$ cat src/design/flash_pkg.sv
// Shared constants of the flash register interface and its host end.
// Assumes a single 40 MHz clock and 16-bit peripheral bus words.
package flash_pkg;
  // ==========================================================
  // Peripheral bus map
  localparam logic [23:0] REG_FIRST   = 24'h0E0000;
  localparam logic [23:0] REG_LAST    = 24'h0E0015;
  localparam logic [23:0] ARRAY_LAST  = 24'h08FFFF;
  localparam logic [23:0] TEST_LAST   = 24'h000FFF;
  localparam logic [15:0] TRAP_CODE   = 16'h009B;
  localparam int          NUM_REGS    = 11;
  // Register byte offsets inside the window
  localparam logic [4:0]  OFS_STATUS_LOW = 5'h00;
  localparam logic [4:0]  OFS_CMD_HIGH   = 5'h02;
  localparam logic [4:0]  OFS_SEL_LOW    = 5'h04;
  localparam logic [4:0]  OFS_DATA0_LOW  = 5'h08;
  localparam logic [4:0]  OFS_DATA1_LOW  = 5'h0C;
  localparam logic [4:0]  OFS_ADDR_LOW   = 5'h10;
  localparam logic [4:0]  OFS_ERROR      = 5'h14;
  // Bit positions
  localparam int BIT_NVR_BUSY   = 1;
  localparam int BIT_LOCK       = 4;
  localparam int BIT_BUSY0      = 5;
  localparam int BIT_BANK1      = 6;
  localparam int BIT_SET_PROT   = 8;
  localparam int BIT_START      = 15;
  localparam int BIT_GATE       = 5;
  localparam logic [15:0] REG_RESET = 16'h0000;
  localparam logic [2:0]  SYNC_RESET = 3'h0;
  // ==========================================================
  // Host register map (AXI4-Lite byte addresses)
  localparam logic [7:0]  HOFS_CTRL   = 8'h00;
  localparam logic [7:0]  HOFS_PCFG   = 8'h04;
  localparam logic [7:0]  HOFS_ADDR   = 8'h08;
  localparam logic [7:0]  HOFS_WDATA  = 8'h0C;
  localparam logic [7:0]  HOFS_STATUS = 8'h10;
  localparam logic [7:0]  HOFS_RDATA  = 8'h14;
  localparam int BIT_GO    = 0;
  localparam int BIT_WRITE = 1;
  localparam logic [1:0]  RESP_OKAY   = 2'h0;
  localparam logic [1:0]  RESP_SLVERR = 2'h2;
  typedef enum logic [1:0] {
    HOST_IDLE = 2'b01,
    HOST_WAIT = 2'b10
  } host_state_e;
endpackage

$ cat src/design/flash_bus_if.sv
// Peripheral bus between the CPU-side host and the flash register block.
// Request is held until ack; ack is a one-cycle pulse with rdata.
`timescale 1ns/100ps
`default_nettype none
interface flash_bus_if;
  logic        req;
  logic        wr;
  logic [23:0] addr;
  logic [1:0]  be;
  logic [15:0] wdata;
  logic        gate;
  logic        ack;
  logic [15:0] rdata;
  modport device (input req, wr, addr, be, wdata, gate, output ack, rdata);
  modport host   (output req, wr, addr, be, wdata, gate, input ack, rdata);
endinterface
`default_nettype wire

$ cat src/design/flash_ctrl_regs.sv
// Flash program/erase register interface and busy/lock status logic.
// Assumes the host holds req until ack and the flash core pulses
// op_done / op_suspend on this clock; supply_low and bootstrap are pins.
`timescale 1ns/100ps
`default_nettype none
module flash_ctrl_regs
  import flash_pkg::*;
(
  input  wire logic        aclk,
  input  wire logic        aresetn,
  flash_bus_if.device      bus,
  input  wire logic        supply_low,
  input  wire logic        bootstrap,
  input  wire logic        op_done,
  input  wire logic        op_suspend,
  input  wire logic [15:0] error_flags,
  input  wire logic [15:0] array_rdata,
  output logic             array_wr,
  output logic [23:0]      array_waddr,
  output logic [15:0]      array_wdata,
  output logic             test_sector_sel,
  output logic             op_start,
  output logic             op_abort,
  output logic [15:0]      op_command,
  output logic [31:0]      sector_select,
  output logic [31:0]      prog_addr,
  output logic [31:0]      prog_data_even,
  output logic [31:0]      prog_data_odd,
  output logic [15:0]      error_reg
);

  // ==========================================================
  // State
  typedef struct packed {
    logic [NUM_REGS-1:0][15:0] regs;
    logic        busy0;
    logic        nvr_busy;
    logic        lock;
    logic [2:0]  sup_sync;
    logic [2:0]  boot_sync;
    logic        sup_low;
    logic        boot;
    logic        ack;
    logic [15:0] rdata;
    logic        array_wr;
    logic [23:0] array_waddr;
    logic [15:0] array_wdata;
    logic        test_sel;
    logic        op_start;
    logic        op_abort;
  } dev_s;

  dev_s s;
  dev_s next_s;

  // ==========================================================
  // Helpers
  function automatic logic in_regs(input logic [23:0] a);
    return (a >= REG_FIRST) && (a <= REG_LAST);
  endfunction

  function automatic logic in_array(input logic [23:0] a);
    return a <= ARRAY_LAST;
  endfunction

  function automatic logic in_test(input logic [23:0] a);
    return a <= TEST_LAST;
  endfunction

  // Byte-lane merge; every writable register honours both lanes
  function automatic logic [15:0] merge(input logic [15:0] old,
                                        input logic [15:0] wd,
                                        input logic [1:0]  be);
    return {be[1] ? wd[15:8] : old[15:8], be[0] ? wd[7:0] : old[7:0]};
  endfunction

  function automatic logic [15:0] status_low(input dev_s st);
    logic [15:0] v;
    v = REG_RESET;
    v[BIT_BANK1]    = st.busy0 | st.nvr_busy;
    v[BIT_BUSY0]    = st.busy0;
    v[BIT_LOCK]     = st.lock;
    v[BIT_NVR_BUSY] = st.nvr_busy;
    return v;
  endfunction

  // ==========================================================
  // Next-state logic
  always_comb begin
    logic [3:0]  idx;
    logic [15:0] wv;
    idx = bus.addr[4:1];
    wv = REG_RESET;
    next_s = s;
    next_s.ack = 1'b0;
    next_s.array_wr = 1'b0;
    next_s.op_start = 1'b0;
    next_s.op_abort = 1'b0;

    // Pin synchronisers: a change counts once stages 2 and 3 agree
    next_s.sup_sync = {s.sup_sync[1:0], supply_low};
    next_s.boot_sync = {s.boot_sync[1:0], bootstrap};
    if (s.sup_sync[1] == s.sup_sync[2]) begin
      next_s.sup_low = s.sup_sync[2];
    end
    if (s.boot_sync[1] == s.boot_sync[2]) begin
      next_s.boot = s.boot_sync[2];
    end

    // Completion or suspend returns the bank to read mode
    if (op_done || op_suspend) begin
      next_s.busy0 = 1'b0;
      next_s.nvr_busy = 1'b0;
      next_s.lock = 1'b0;
      next_s.regs[OFS_CMD_HIGH[4:1]][BIT_START] = 1'b0;
    end
    // Error flags land only as the busy flags drop
    if (op_done) begin
      next_s.regs[OFS_ERROR[4:1]] = error_flags;
    end

    // Bus access, taken once per held request
    if (bus.req && !s.ack) begin
      next_s.ack = 1'b1;
      next_s.rdata = REG_RESET;
      next_s.test_sel = 1'b0;
      if (in_regs(bus.addr) && bus.gate) begin
        if (s.lock && idx != 4'h0) begin
          next_s.rdata = TRAP_CODE;
        end else if (!bus.wr) begin
          next_s.rdata = (idx == 4'h0) ? status_low(s) : s.regs[idx];
        end else if (idx == 4'h1) begin
          wv = merge(s.regs[idx], bus.wdata, bus.be);
          // Clearing the start bit by software has no effect
          if (wv[BIT_START] && !s.regs[idx][BIT_START]) begin
            next_s.lock = 1'b1;
            next_s.op_start = 1'b1;
            if (wv[BIT_SET_PROT]) begin
              next_s.nvr_busy = 1'b1;
            end else begin
              next_s.busy0 = 1'b1;
            end
          end
          wv[BIT_START] = wv[BIT_START] | s.regs[idx][BIT_START];
          next_s.regs[idx] = wv;
        end else if (idx != 4'h0 && idx != OFS_ERROR[4:1]) begin
          // Status bits are hardware-owned; error register is read-only
          next_s.regs[idx] = merge(s.regs[idx], bus.wdata, bus.be);
        end
      end else if (in_array(bus.addr)) begin
        if (s.busy0 || s.nvr_busy) begin
          next_s.rdata = TRAP_CODE;
        end else if (!bus.wr) begin
          next_s.rdata = array_rdata;
          next_s.test_sel = s.boot && in_test(bus.addr);
        end else if (!in_test(bus.addr)) begin
          next_s.array_wr = 1'b1;
          next_s.array_waddr = bus.addr;
          next_s.array_wdata = bus.wdata;
        end
      end
    end

    // Supply drop during a busy operation wins over everything: abort and back to read mode
    if (next_s.sup_low && (s.busy0 || s.nvr_busy)) begin
      next_s.op_abort = 1'b1;
      next_s.busy0 = 1'b0;
      next_s.nvr_busy = 1'b0;
      next_s.lock = 1'b0;
      next_s.op_start = 1'b0;
      next_s.regs[OFS_CMD_HIGH[4:1]][BIT_START] = 1'b0;
    end
  end

  // ==========================================================
  // State register
  always_ff @(posedge aclk) begin
    if (!aresetn) begin
      s <= '0;
    end else begin
      s <= next_s;
    end
  end

  // ==========================================================
  // Outputs
  assign bus.ack         = s.ack;
  assign bus.rdata       = s.rdata;
  assign array_wr        = s.array_wr;
  assign array_waddr     = s.array_waddr;
  assign array_wdata     = s.array_wdata;
  assign test_sector_sel = s.test_sel;
  assign op_start        = s.op_start;
  assign op_abort        = s.op_abort;
  assign op_command      = s.regs[OFS_CMD_HIGH[4:1]];
  assign sector_select   = {s.regs[3], s.regs[OFS_SEL_LOW[4:1]]};
  assign prog_data_even  = {s.regs[5], s.regs[OFS_DATA0_LOW[4:1]]};
  assign prog_data_odd   = {s.regs[7], s.regs[OFS_DATA1_LOW[4:1]]};
  assign prog_addr       = {s.regs[9], s.regs[OFS_ADDR_LOW[4:1]]};
  assign error_reg       = s.regs[OFS_ERROR[4:1]];

endmodule // flash_ctrl_regs
`default_nettype wire

$ cat src/flat_wrapper.sv
// flat-port wrapper written by rule: the top's interface ports become plain ports
module flash_ctrl_regs_flat import flash_pkg::*;
  (aclk, aresetn, supply_low, bootstrap, op_done, op_suspend, error_flags, array_rdata, array_wr, array_waddr, array_wdata, test_sector_sel, op_start, op_abort, op_command, sector_select, prog_addr, prog_data_even, prog_data_odd, error_reg, bus_req, bus_wr, bus_addr, bus_be, bus_wdata, bus_gate, bus_ack, bus_rdata);
  flash_bus_if bus_i ();
  input  wire logic aclk;
  input  wire logic aresetn;
  input  wire logic supply_low;
  input  wire logic bootstrap;
  input  wire logic op_done;
  input  wire logic op_suspend;
  input  wire logic [15:0] error_flags;
  input  wire logic [15:0] array_rdata;
  output logic array_wr;
  output logic [23:0] array_waddr;
  output logic [15:0] array_wdata;
  output logic test_sector_sel;
  output logic op_start;
  output logic op_abort;
  output logic [15:0] op_command;
  output logic [31:0] sector_select;
  output logic [31:0] prog_addr;
  output logic [31:0] prog_data_even;
  output logic [31:0] prog_data_odd;
  output logic [15:0] error_reg;
  input wire logic [$bits(bus_i.req)-1:0] bus_req;
  input wire logic [$bits(bus_i.wr)-1:0] bus_wr;
  input wire logic [$bits(bus_i.addr)-1:0] bus_addr;
  input wire logic [$bits(bus_i.be)-1:0] bus_be;
  input wire logic [$bits(bus_i.wdata)-1:0] bus_wdata;
  input wire logic [$bits(bus_i.gate)-1:0] bus_gate;
  output wire logic [$bits(bus_i.ack)-1:0] bus_ack;
  output wire logic [$bits(bus_i.rdata)-1:0] bus_rdata;
  assign bus_i.req = bus_req;
  assign bus_i.wr = bus_wr;
  assign bus_i.addr = bus_addr;
  assign bus_i.be = bus_be;
  assign bus_i.wdata = bus_wdata;
  assign bus_i.gate = bus_gate;
  assign bus_ack = bus_i.ack;
  assign bus_rdata = bus_i.rdata;
  flash_ctrl_regs u_core (.aclk(aclk), .aresetn(aresetn), .bus(bus_i), .supply_low(supply_low), .bootstrap(bootstrap), .op_done(op_done), .op_suspend(op_suspend), .error_flags(error_flags), .array_rdata(array_rdata), .array_wr(array_wr), .array_waddr(array_waddr), .array_wdata(array_wdata), .test_sector_sel(test_sector_sel), .op_start(op_start), .op_abort(op_abort), .op_command(op_command), .sector_select(sector_select), .prog_addr(prog_addr), .prog_data_even(prog_data_even), .prog_data_odd(prog_data_odd), .error_reg(error_reg));
endmodule
$ cat config.mk
export PLATFORM = sky130hd
export DESIGN_NAME = flash_ctrl_regs_flat
export DESIGN_NICKNAME = d
export VERILOG_FILES = /design/src/design/flash_pkg.sv /design/src/design/flash_bus_if.sv /design/src/design/flash_ctrl_regs.sv /design/src/flat_wrapper.sv
export SDC_FILE = /design/constraint.sdc
export NUM_CORES = 1
export LEC_CHECK = 0
export ABC_AREA = 1
export ABC_CLOCK_PERIOD_IN_PS = 2700
export BUFFER_PORTS_ARGS = -buffer_cell sky130_fd_sc_hd__buf_2
export CORE_ASPECT_RATIO = 1.1
export CORE_MARGIN = 5
export CORE_UTILIZATION = 55
export DETAILED_ROUTE_END_ITERATION = 8
export PLACE_DENSITY_LB_ADDON = 0.1
export SKIP_CTS_REPAIR_TIMING = 1
export SLEW_MARGIN = 5
export SYNTH_ARGS = -nofsm -noshare
export SYNTH_HDL_FRONTEND = slang
export SYNTH_SLANG_ARGS = --single-unit
$ cat constraint.sdc
create_clock -name aclk -period 2.7 [get_ports aclk]
set_clock_uncertainty 0.2 [all_clocks]
set_input_delay 0.135 -clock aclk [delete_from_list [all_inputs] [get_ports aclk]]
set_output_delay 0.135 -clock aclk [all_outputs]
set_load 0.01 [all_outputs]
==> results.yml, run 1 <==
placement:
  portBuffers: 303
  dpl-instance-area_mm2: 0.0136
  hpwl_um: 32100
  place.gp.congestion: 0.921
worst_setup_path:
  crit_required_ns: 2.92
  critPathMaxStageDelay_ns: 0.55
  crit_family: "buffers and inverters"
  path_buf_inv: 3
  worstSetupStartpoint: "u_core.s[68]$_SDFF_PN0_"
  crit_path_start_kind: "register"
  critPathSlowestCell: "dlygate4sd3_1"
  crit_type: "register to register"
  cp_max_fo: 3
  path_cells: "a21o_1 -> o21ai_0 -> or2_2 -> nand2_1 -> inv_1 -> nand3_1 -> dlygate4sd3_1 -> nand2_1 -> dlygate4sd3_1"
  worstPathArrival_ns: 2.77
  end_kind: "register"
  regToRegStartpoint: "u_core.s[68]$_SDFF_PN0_"
floorplan:
  start_util_pct: 55.6
  fp-row-count: 59
  core_area_mm2: 0.0235
  die-area_mm2: 0.0270
  dieWidth_um: 157
  ios: 304
  die-height_um: 172
logic_synthesis:
  synth_area_leaders: "dfxtp_1, nand2_1, buf_4"
  synth_top_area_share_pct: 37.9
  syn_inst: 1937
  synth_seq_cells: 248
  yosys_warnings: 0
  syn_avg_cell_area_um2: 6.77
  synth_top_area_cell: "dfxtp_1"
  synth_area_mm2: 0.0131
  ys_seq_area_share_pct: 37.9
  syn_nets: 2020
  netlist-cell-type-count: 33
layout:
  multi_input_area_mm2: 0.00567
  fill_cells: 2161
  synthToLayoutAreaGrowth_pct: 17.5
  layout_common_cells: "nand2_1, buf_2, nor2_1"
  design_area_mm2: 0.0154
  regArea_mm2: 0.00496
  fin_nets: 2197
  drive_gt1_share_pct: 20.2
  final_common_cell: "nand2_1"
  postLayoutCoreUtil_pct: 65.4
grt:
  antenna_found_initial: 0
  grt_pass1_vias: 11300
  grt_pass1_wl_um: 65200
  grt.total_usage_pct: 30.7
  grt.overflow.total: 0
  grt_max_degree: 118
power_and_ir_drop:
  pwr-share-seq_pct: 46.3
  power_leakage_nw: 7.16
  cellPowerDensity_mw_per_mm2: 521
  p_comb_share_pct: 9.0
  switching_share_pct: 24.5
  peakVddDrop_mv: 0.447
  intPower_mw: 6.05
  switching_power_mw: 1.97
  p_clk_share_pct: 44.6
route:
  wl_per_cell_um: 18.7
  wl_um: 45600
  vias: 13000
  drt_iter0_markers: 1285
  dr.pass1.iters: 6
  detail-route-antenna-nets: 0
  viasPerCell: 5.31
  drc_errors: 0
sta:
  max_freq_mhz: 392
  maxSlewViolCount: 0
  relSlewSlack_pct: 56.1
  worstMarginPinSlew_ns: 0.657
  min_period_ns: 2.55
  setup_viol: 0
  hold_viol_final: 5
  fin_hold_ws_ns: -0.0429
  period_share_pct: 94.4
clock_network:
  cts_tree: "built"
  clk_pin_slew_ns: 0.06
  clock-sinks: 248
  cts_max_level: 1
  root_buffer: "clkbuf_16"
  cts.path.max_buffers: 3
  clock_latency_ns: 0.54
  cts_buffers: 26
min_path:
  hold_start: "bus_addr[22]"
  hp-class: "primary input to register"
run_status:
  status: "finished with violations"
  violations: "negative hold slack"
flow_run:
  drv_cap: 0
-- cell type report --
| type | instances | share of cell area (%) |
|---|---|---|
| Sequential cell | 248 | 32.3 |
| Timing Repair Buffer | 460 | 20.0 |
| Clock inverter | 7 | 0.390 |
| Tap cell | 305 | 2.48 |
| Multi-Input combinational cell | 1257 | 36.8 |
| Inverter | 121 | 2.97 |
| Antenna cell | 1 | 0.0163 |
| Clock buffer | 39 | 5.07 |
-- path summary, 6_finish.rpt --
check	end	slack [ns]	cells after the start
setup / recovery	u_core.s[69]$_SDFF_PP0_	0.15	9
setup reg to reg	u_core.s[69]$_SDFF_PP0_	0.15	9
hold / removal	u_core.test_sector_sel$_SDFFE_PN0P_	-0.04	8
hold reg to reg	u_core.next_s[65]$_SDFF_PN0_	0.21	2
-- per-layer routing --
| metal | global-route usage, % | wire length (µm) |
|---|---|---|
| met5 | 0 | 0 |
| met3 | 6.06 | 4440 |
| met4 | 9.32 | 1510 |
| met2 | 50.5 | 21400 |
| met1 | 41.0 | 18200 |
-- stage by stage --
| stage | power (mW) | TNS, ns | std cells | setup slack, ns |
|---|---|---|---|---|
| 6_report | 8.02 | 0 | 2438 | 0.151 |
| 5_1_grt | 8.26 | -0.0176 | 2437 | -0.0176 |
| 4_1_cts | 7.91 | 0 | 2338 | 0.504 |
| 3_5_place_dp | 4.39 | 0 | 2292 | 0.167 |
| 3_3_place_gp | 4.39 | 0 | 2292 | 0.225 |
| 2_1_floorplan | 4.13 | 0 | 1937 | 0.712 |
-- power groups by stage --
stage / combinational [mW] / sequential [mW] / clock [mW]
5_1_grt: 0.773 / 3.72 / 3.77
3_5_place_dp: 0.592 / 3.80 / 0
2_1_floorplan: 0.339 / 3.79 / 0
6_report: 0.725 / 3.72 / 3.58
4_1_cts: 0.594 / 3.72 / 3.60
3_3_place_gp: 0.589 / 3.80 / 0
-- synth_stat cells --
cell      instances
nand2_1         570
nor2_1          259
dfxtp_1         248
buf_4           218
inv_1           114
o21bai_1         95
o21ai_0          93
a21oi_1          71
clkbuf_1         64
nand3_1          60
nand4_1          41
buf_2            24
o21ai_1          16
o211ai_1          9
nor2_2            8
or2_2             8
o22ai_1           6
buf_1             4
inv_2             4
nor3_1            4
a22oi_1           3
clkinv_1          3
nor2_4            3
a21o_1            2
a31oi_1           2
buf_6             1
nand2_2           1
nand2_4           1
nand3b_1          1
nand4_4           1
nor3_2            1
nor4_1            1
o21a_1            1
-- worst register-to-register path: cells and delay by family, from the launching register on --
family | cells | cell delay (ns)
buffers and inverters | 3 | 1.17
DFF | 1 | 0.34
AOI/OAI and AO/OA | 2 | 0.19
and+or+nand+nor | 4 | 0.54
-- logic make-up after synthesis --
family / after synthesis / share of synthesized area (%)
AO/OA/AOI/OAI: 298 / 13.6
flip-flops: 248 / 37.9
buffers and inverters: 432 / 18.9
AND/OR/NAND/NOR: 959 / 29.6
Note: power is estimated with default switching activity, not from simulation.
==> run 2, diff against run 1 <==
--- a/config.mk
+++ b/config.mk
@@ -5,12 +5,11 @@
 export SDC_FILE = /design/constraint.sdc
 export NUM_CORES = 1
 export LEC_CHECK = 0
-export ABC_AREA = 1
 export ABC_CLOCK_PERIOD_IN_PS = 2700
 export BUFFER_PORTS_ARGS = -buffer_cell sky130_fd_sc_hd__buf_2
 export CORE_ASPECT_RATIO = 1.1
 export CORE_MARGIN = 5
-export CORE_UTILIZATION = 55
+export CORE_UTILIZATION = 54
 export DETAILED_ROUTE_END_ITERATION = 8
 export PLACE_DENSITY_LB_ADDON = 0.1
 export SKIP_CTS_REPAIR_TIMING = 1
==> run 2 against run 1 <==
Compared with the run above: the flow still finishes with violations (negative hold slack); total power up 0.62%; critical path depth down 3; count of clock-buffer cells in the layout up 3; fmax down 3.3%; synthesized cell count down 37%.
==> results.yml, run 2 <==
route:
  detail-route-antenna-nets: 0
  wl_per_cell_um: 22.4
  dr.pass1.iters: 5
  drt_iter0_markers: 676
  drc_errors: 0
  vias: 9824
  wl_um: 38300
  viasPerCell: 5.73
sta:
  hold_viol_final: 1
  worstMarginPinSlew_ns: 0.826
  max_freq_mhz: 379
  fin_hold_ws_ns: -0.0201
  period_share_pct: 97.7
  finalSetupTns_ns: 0
  setup_viol: 0
  maxSlewViolCount: 0
  min_period_ns: 2.64
  relSlewSlack_pct: 43.3
  setup_slack_ns: 0.0633
worst_setup_path:
  regToRegStartpoint: "u_core.bus.ack$_SDFF_PN0_"
  crit_type: "primary input to register"
  worstSetupStartpoint: "bus_addr[4]"
  cp_max_fo: 11
  worstRegToRegCells: 5
  ff2ff_setup_slack_ns: 0.31
  r2r-end: "u_core.prog_addr[3]$_SDFFE_PN0P_"
  end_kind: "register"
  crit_path_start_kind: "primary input"
  worstPathArrival_ns: 2.89
  crit_required_ns: 2.95
  crit_path_end: "u_core.prog_data_even[22]$_SDFFE_PN0P_"
logic_synthesis:
  synth_top_area_share_pct: 41.8
  syn_inst: 1221
  synth_seq_cells: 248
  ys_top_cells_by_count: "dfxtp_1, buf_4, nand2_1"
  yosys_warnings: 0
  synth_area_leaders: "dfxtp_1, buf_4, o2bb2ai_1"
  synth_ff_type: "dfxtp_1"
  synth-async-reset-ratio_pct: 0
  synth-edff-count: 0
  synth_top_area_cell: "dfxtp_1"
  synth_area_mm2: 0.0119
  ys_seq_area_share_pct: 41.8
  syn_nets: 1304
  syn_avg_cell_area_um2: 9.74
  netlist-cell-type-count: 73
  synth.most_common_cell: "dfxtp_1"
layout:
  design_area_mm2: 0.0140
  drive_gt1_share_pct: 33.5
  fill_cells: 1831
  n_antenna_cell: 0
  stdcell_count: 1714
  layout_common_cells: "buf_2, dfxtp_1, nand2_1"
  final_common_cell: "buf_2"
  synthToLayoutAreaGrowth_pct: 17.7
  fin_nets: 1483
placement:
  place.gp.congestion: 0.902
  place_ws_ns: 0.108
  dpl-instance-area_mm2: 0.0124
  portBuffers: 303
  hpwl_um: 28100
  dp.cells: 1595
power_and_ir_drop:
  peakVddDrop_mv: 0.413
  cellPowerDensity_mw_per_mm2: 577
  power_leakage_nw: 6.09
  power_mw: 8.07
grt:
  grt_pass1_vias: 9258
  antenna_found_initial: 0
  grt.overflow.total: 0
  grt.total_usage_pct: 28.5
  grt_max_degree: 44
  grt_pass1_wl_um: 56200
flow_run:
  drv_cap: 0
clock_network:
  clock_latency_ns: 0.53
  root_buffer: "clkbuf_16"
  clock-sinks: 248
  clk_pin_slew_ns: 0.06
  cts_max_level: 1
  cts.path.max_buffers: 3
  cts_buffers: 27
  cts_tree: "built"
floorplan:
  dieWidth_um: 151
  core_area_mm2: 0.0219
  ios: 304
  start_util_pct: 54.3
  die-height_um: 166
  die-area_mm2: 0.0251
  fp-row-count: 57
run_status:
  status: "finished with violations"
  violations: "negative hold slack"
min_path:
  hp-class: "primary input to register"
run 2: cell count changes after synthesis, moves of 50 or more:
cell       change
nand2_1      -473
nor2_1       -222
inv_1        -101
o21bai_1      -95
o2bb2ai_1     +92
o21ai_0       -79
nand3_1       -50
run 2: cell type report:
cell class	instances	area, µm²	area share, %
Tap cell	295	369	2.64
Sequential cell	248	4960	35.5
Clock buffer	42	822	5.87
Clock inverter	6	58.8	0.420
Timing Repair Buffer	445	2810	20.1
Inverter	16	60.1	0.429
Multi-Input combinational cell	662	4910	35.1
run 2: power by group:
| part | internal, mW | switching, mW |
|---|---|---|
| Combinational | 0.290 | 0.409 |
| Clock | 2.17 | 1.49 |
| Sequential | 3.69 | 0.0185 |
run 2: logic make-up (layout without fill, tap and decap cells):
group           Yosys count  in the layout  synth area share (%)
mux                      92             92                  10.0
simple gates            255            255                  11.0
fa+ha+maj                 1              1                0.0842
xor+xnor                  1              1                0.0737
flops                   248            248                  41.8
compound gates          313            313                  20.0
buf+inv                 311            509                  17.0
run 2: critical path: stages:
cell           delay [ns]
dlygate4sd3_1        0.54
buf_2                0.23
nor2b_1              0.62
nand2_1              0.43
or4_1                0.71
o2bb2ai_1            0.21
run 2: how the worst min path moves through the flow:
stage	start	cells past startpoint	slack, ns	to
CTS	bootstrap	2	-0.39	u_core.next_s[64]$_SDFF_PN0_
floorplan	bus_wdata[8]	1	0.04	u_core.s[70]$_SDFF_PP0_
global placement	supply_low	2	0.15	u_core.next_s[67]$_SDFF_PN0_
detailed placement	bootstrap	2	0.15	u_core.next_s[64]$_SDFF_PN0_
finish	array_rdata[3]	5	-0.02	u_core.bus.rdata[3]$_SDFFE_PN0P_
global route	array_rdata[3]	5	0.003	u_core.bus.rdata[3]$_SDFFE_PN0P_
run 2: stage by stage:
step / utilization [%] / hold slack, ns
6_report: 63.9 / -0.0201
5_1_grt: 63.9 / 0.00293
4_1_cts: 60.7 / -0.393
3_5_place_dp: 56.7 / 0.150
3_3_place_gp: 56.7 / 0.147
2_1_floorplan: - / 0.0448
run 2: layer usage:
layer | part of all wire, % | track usage (%)
met5 | 0 | 0
met4 | 2.1 | 6.70
met3 | 10 | 6.89
met2 | 45 | 44.4
met1 | 42 | 40.0
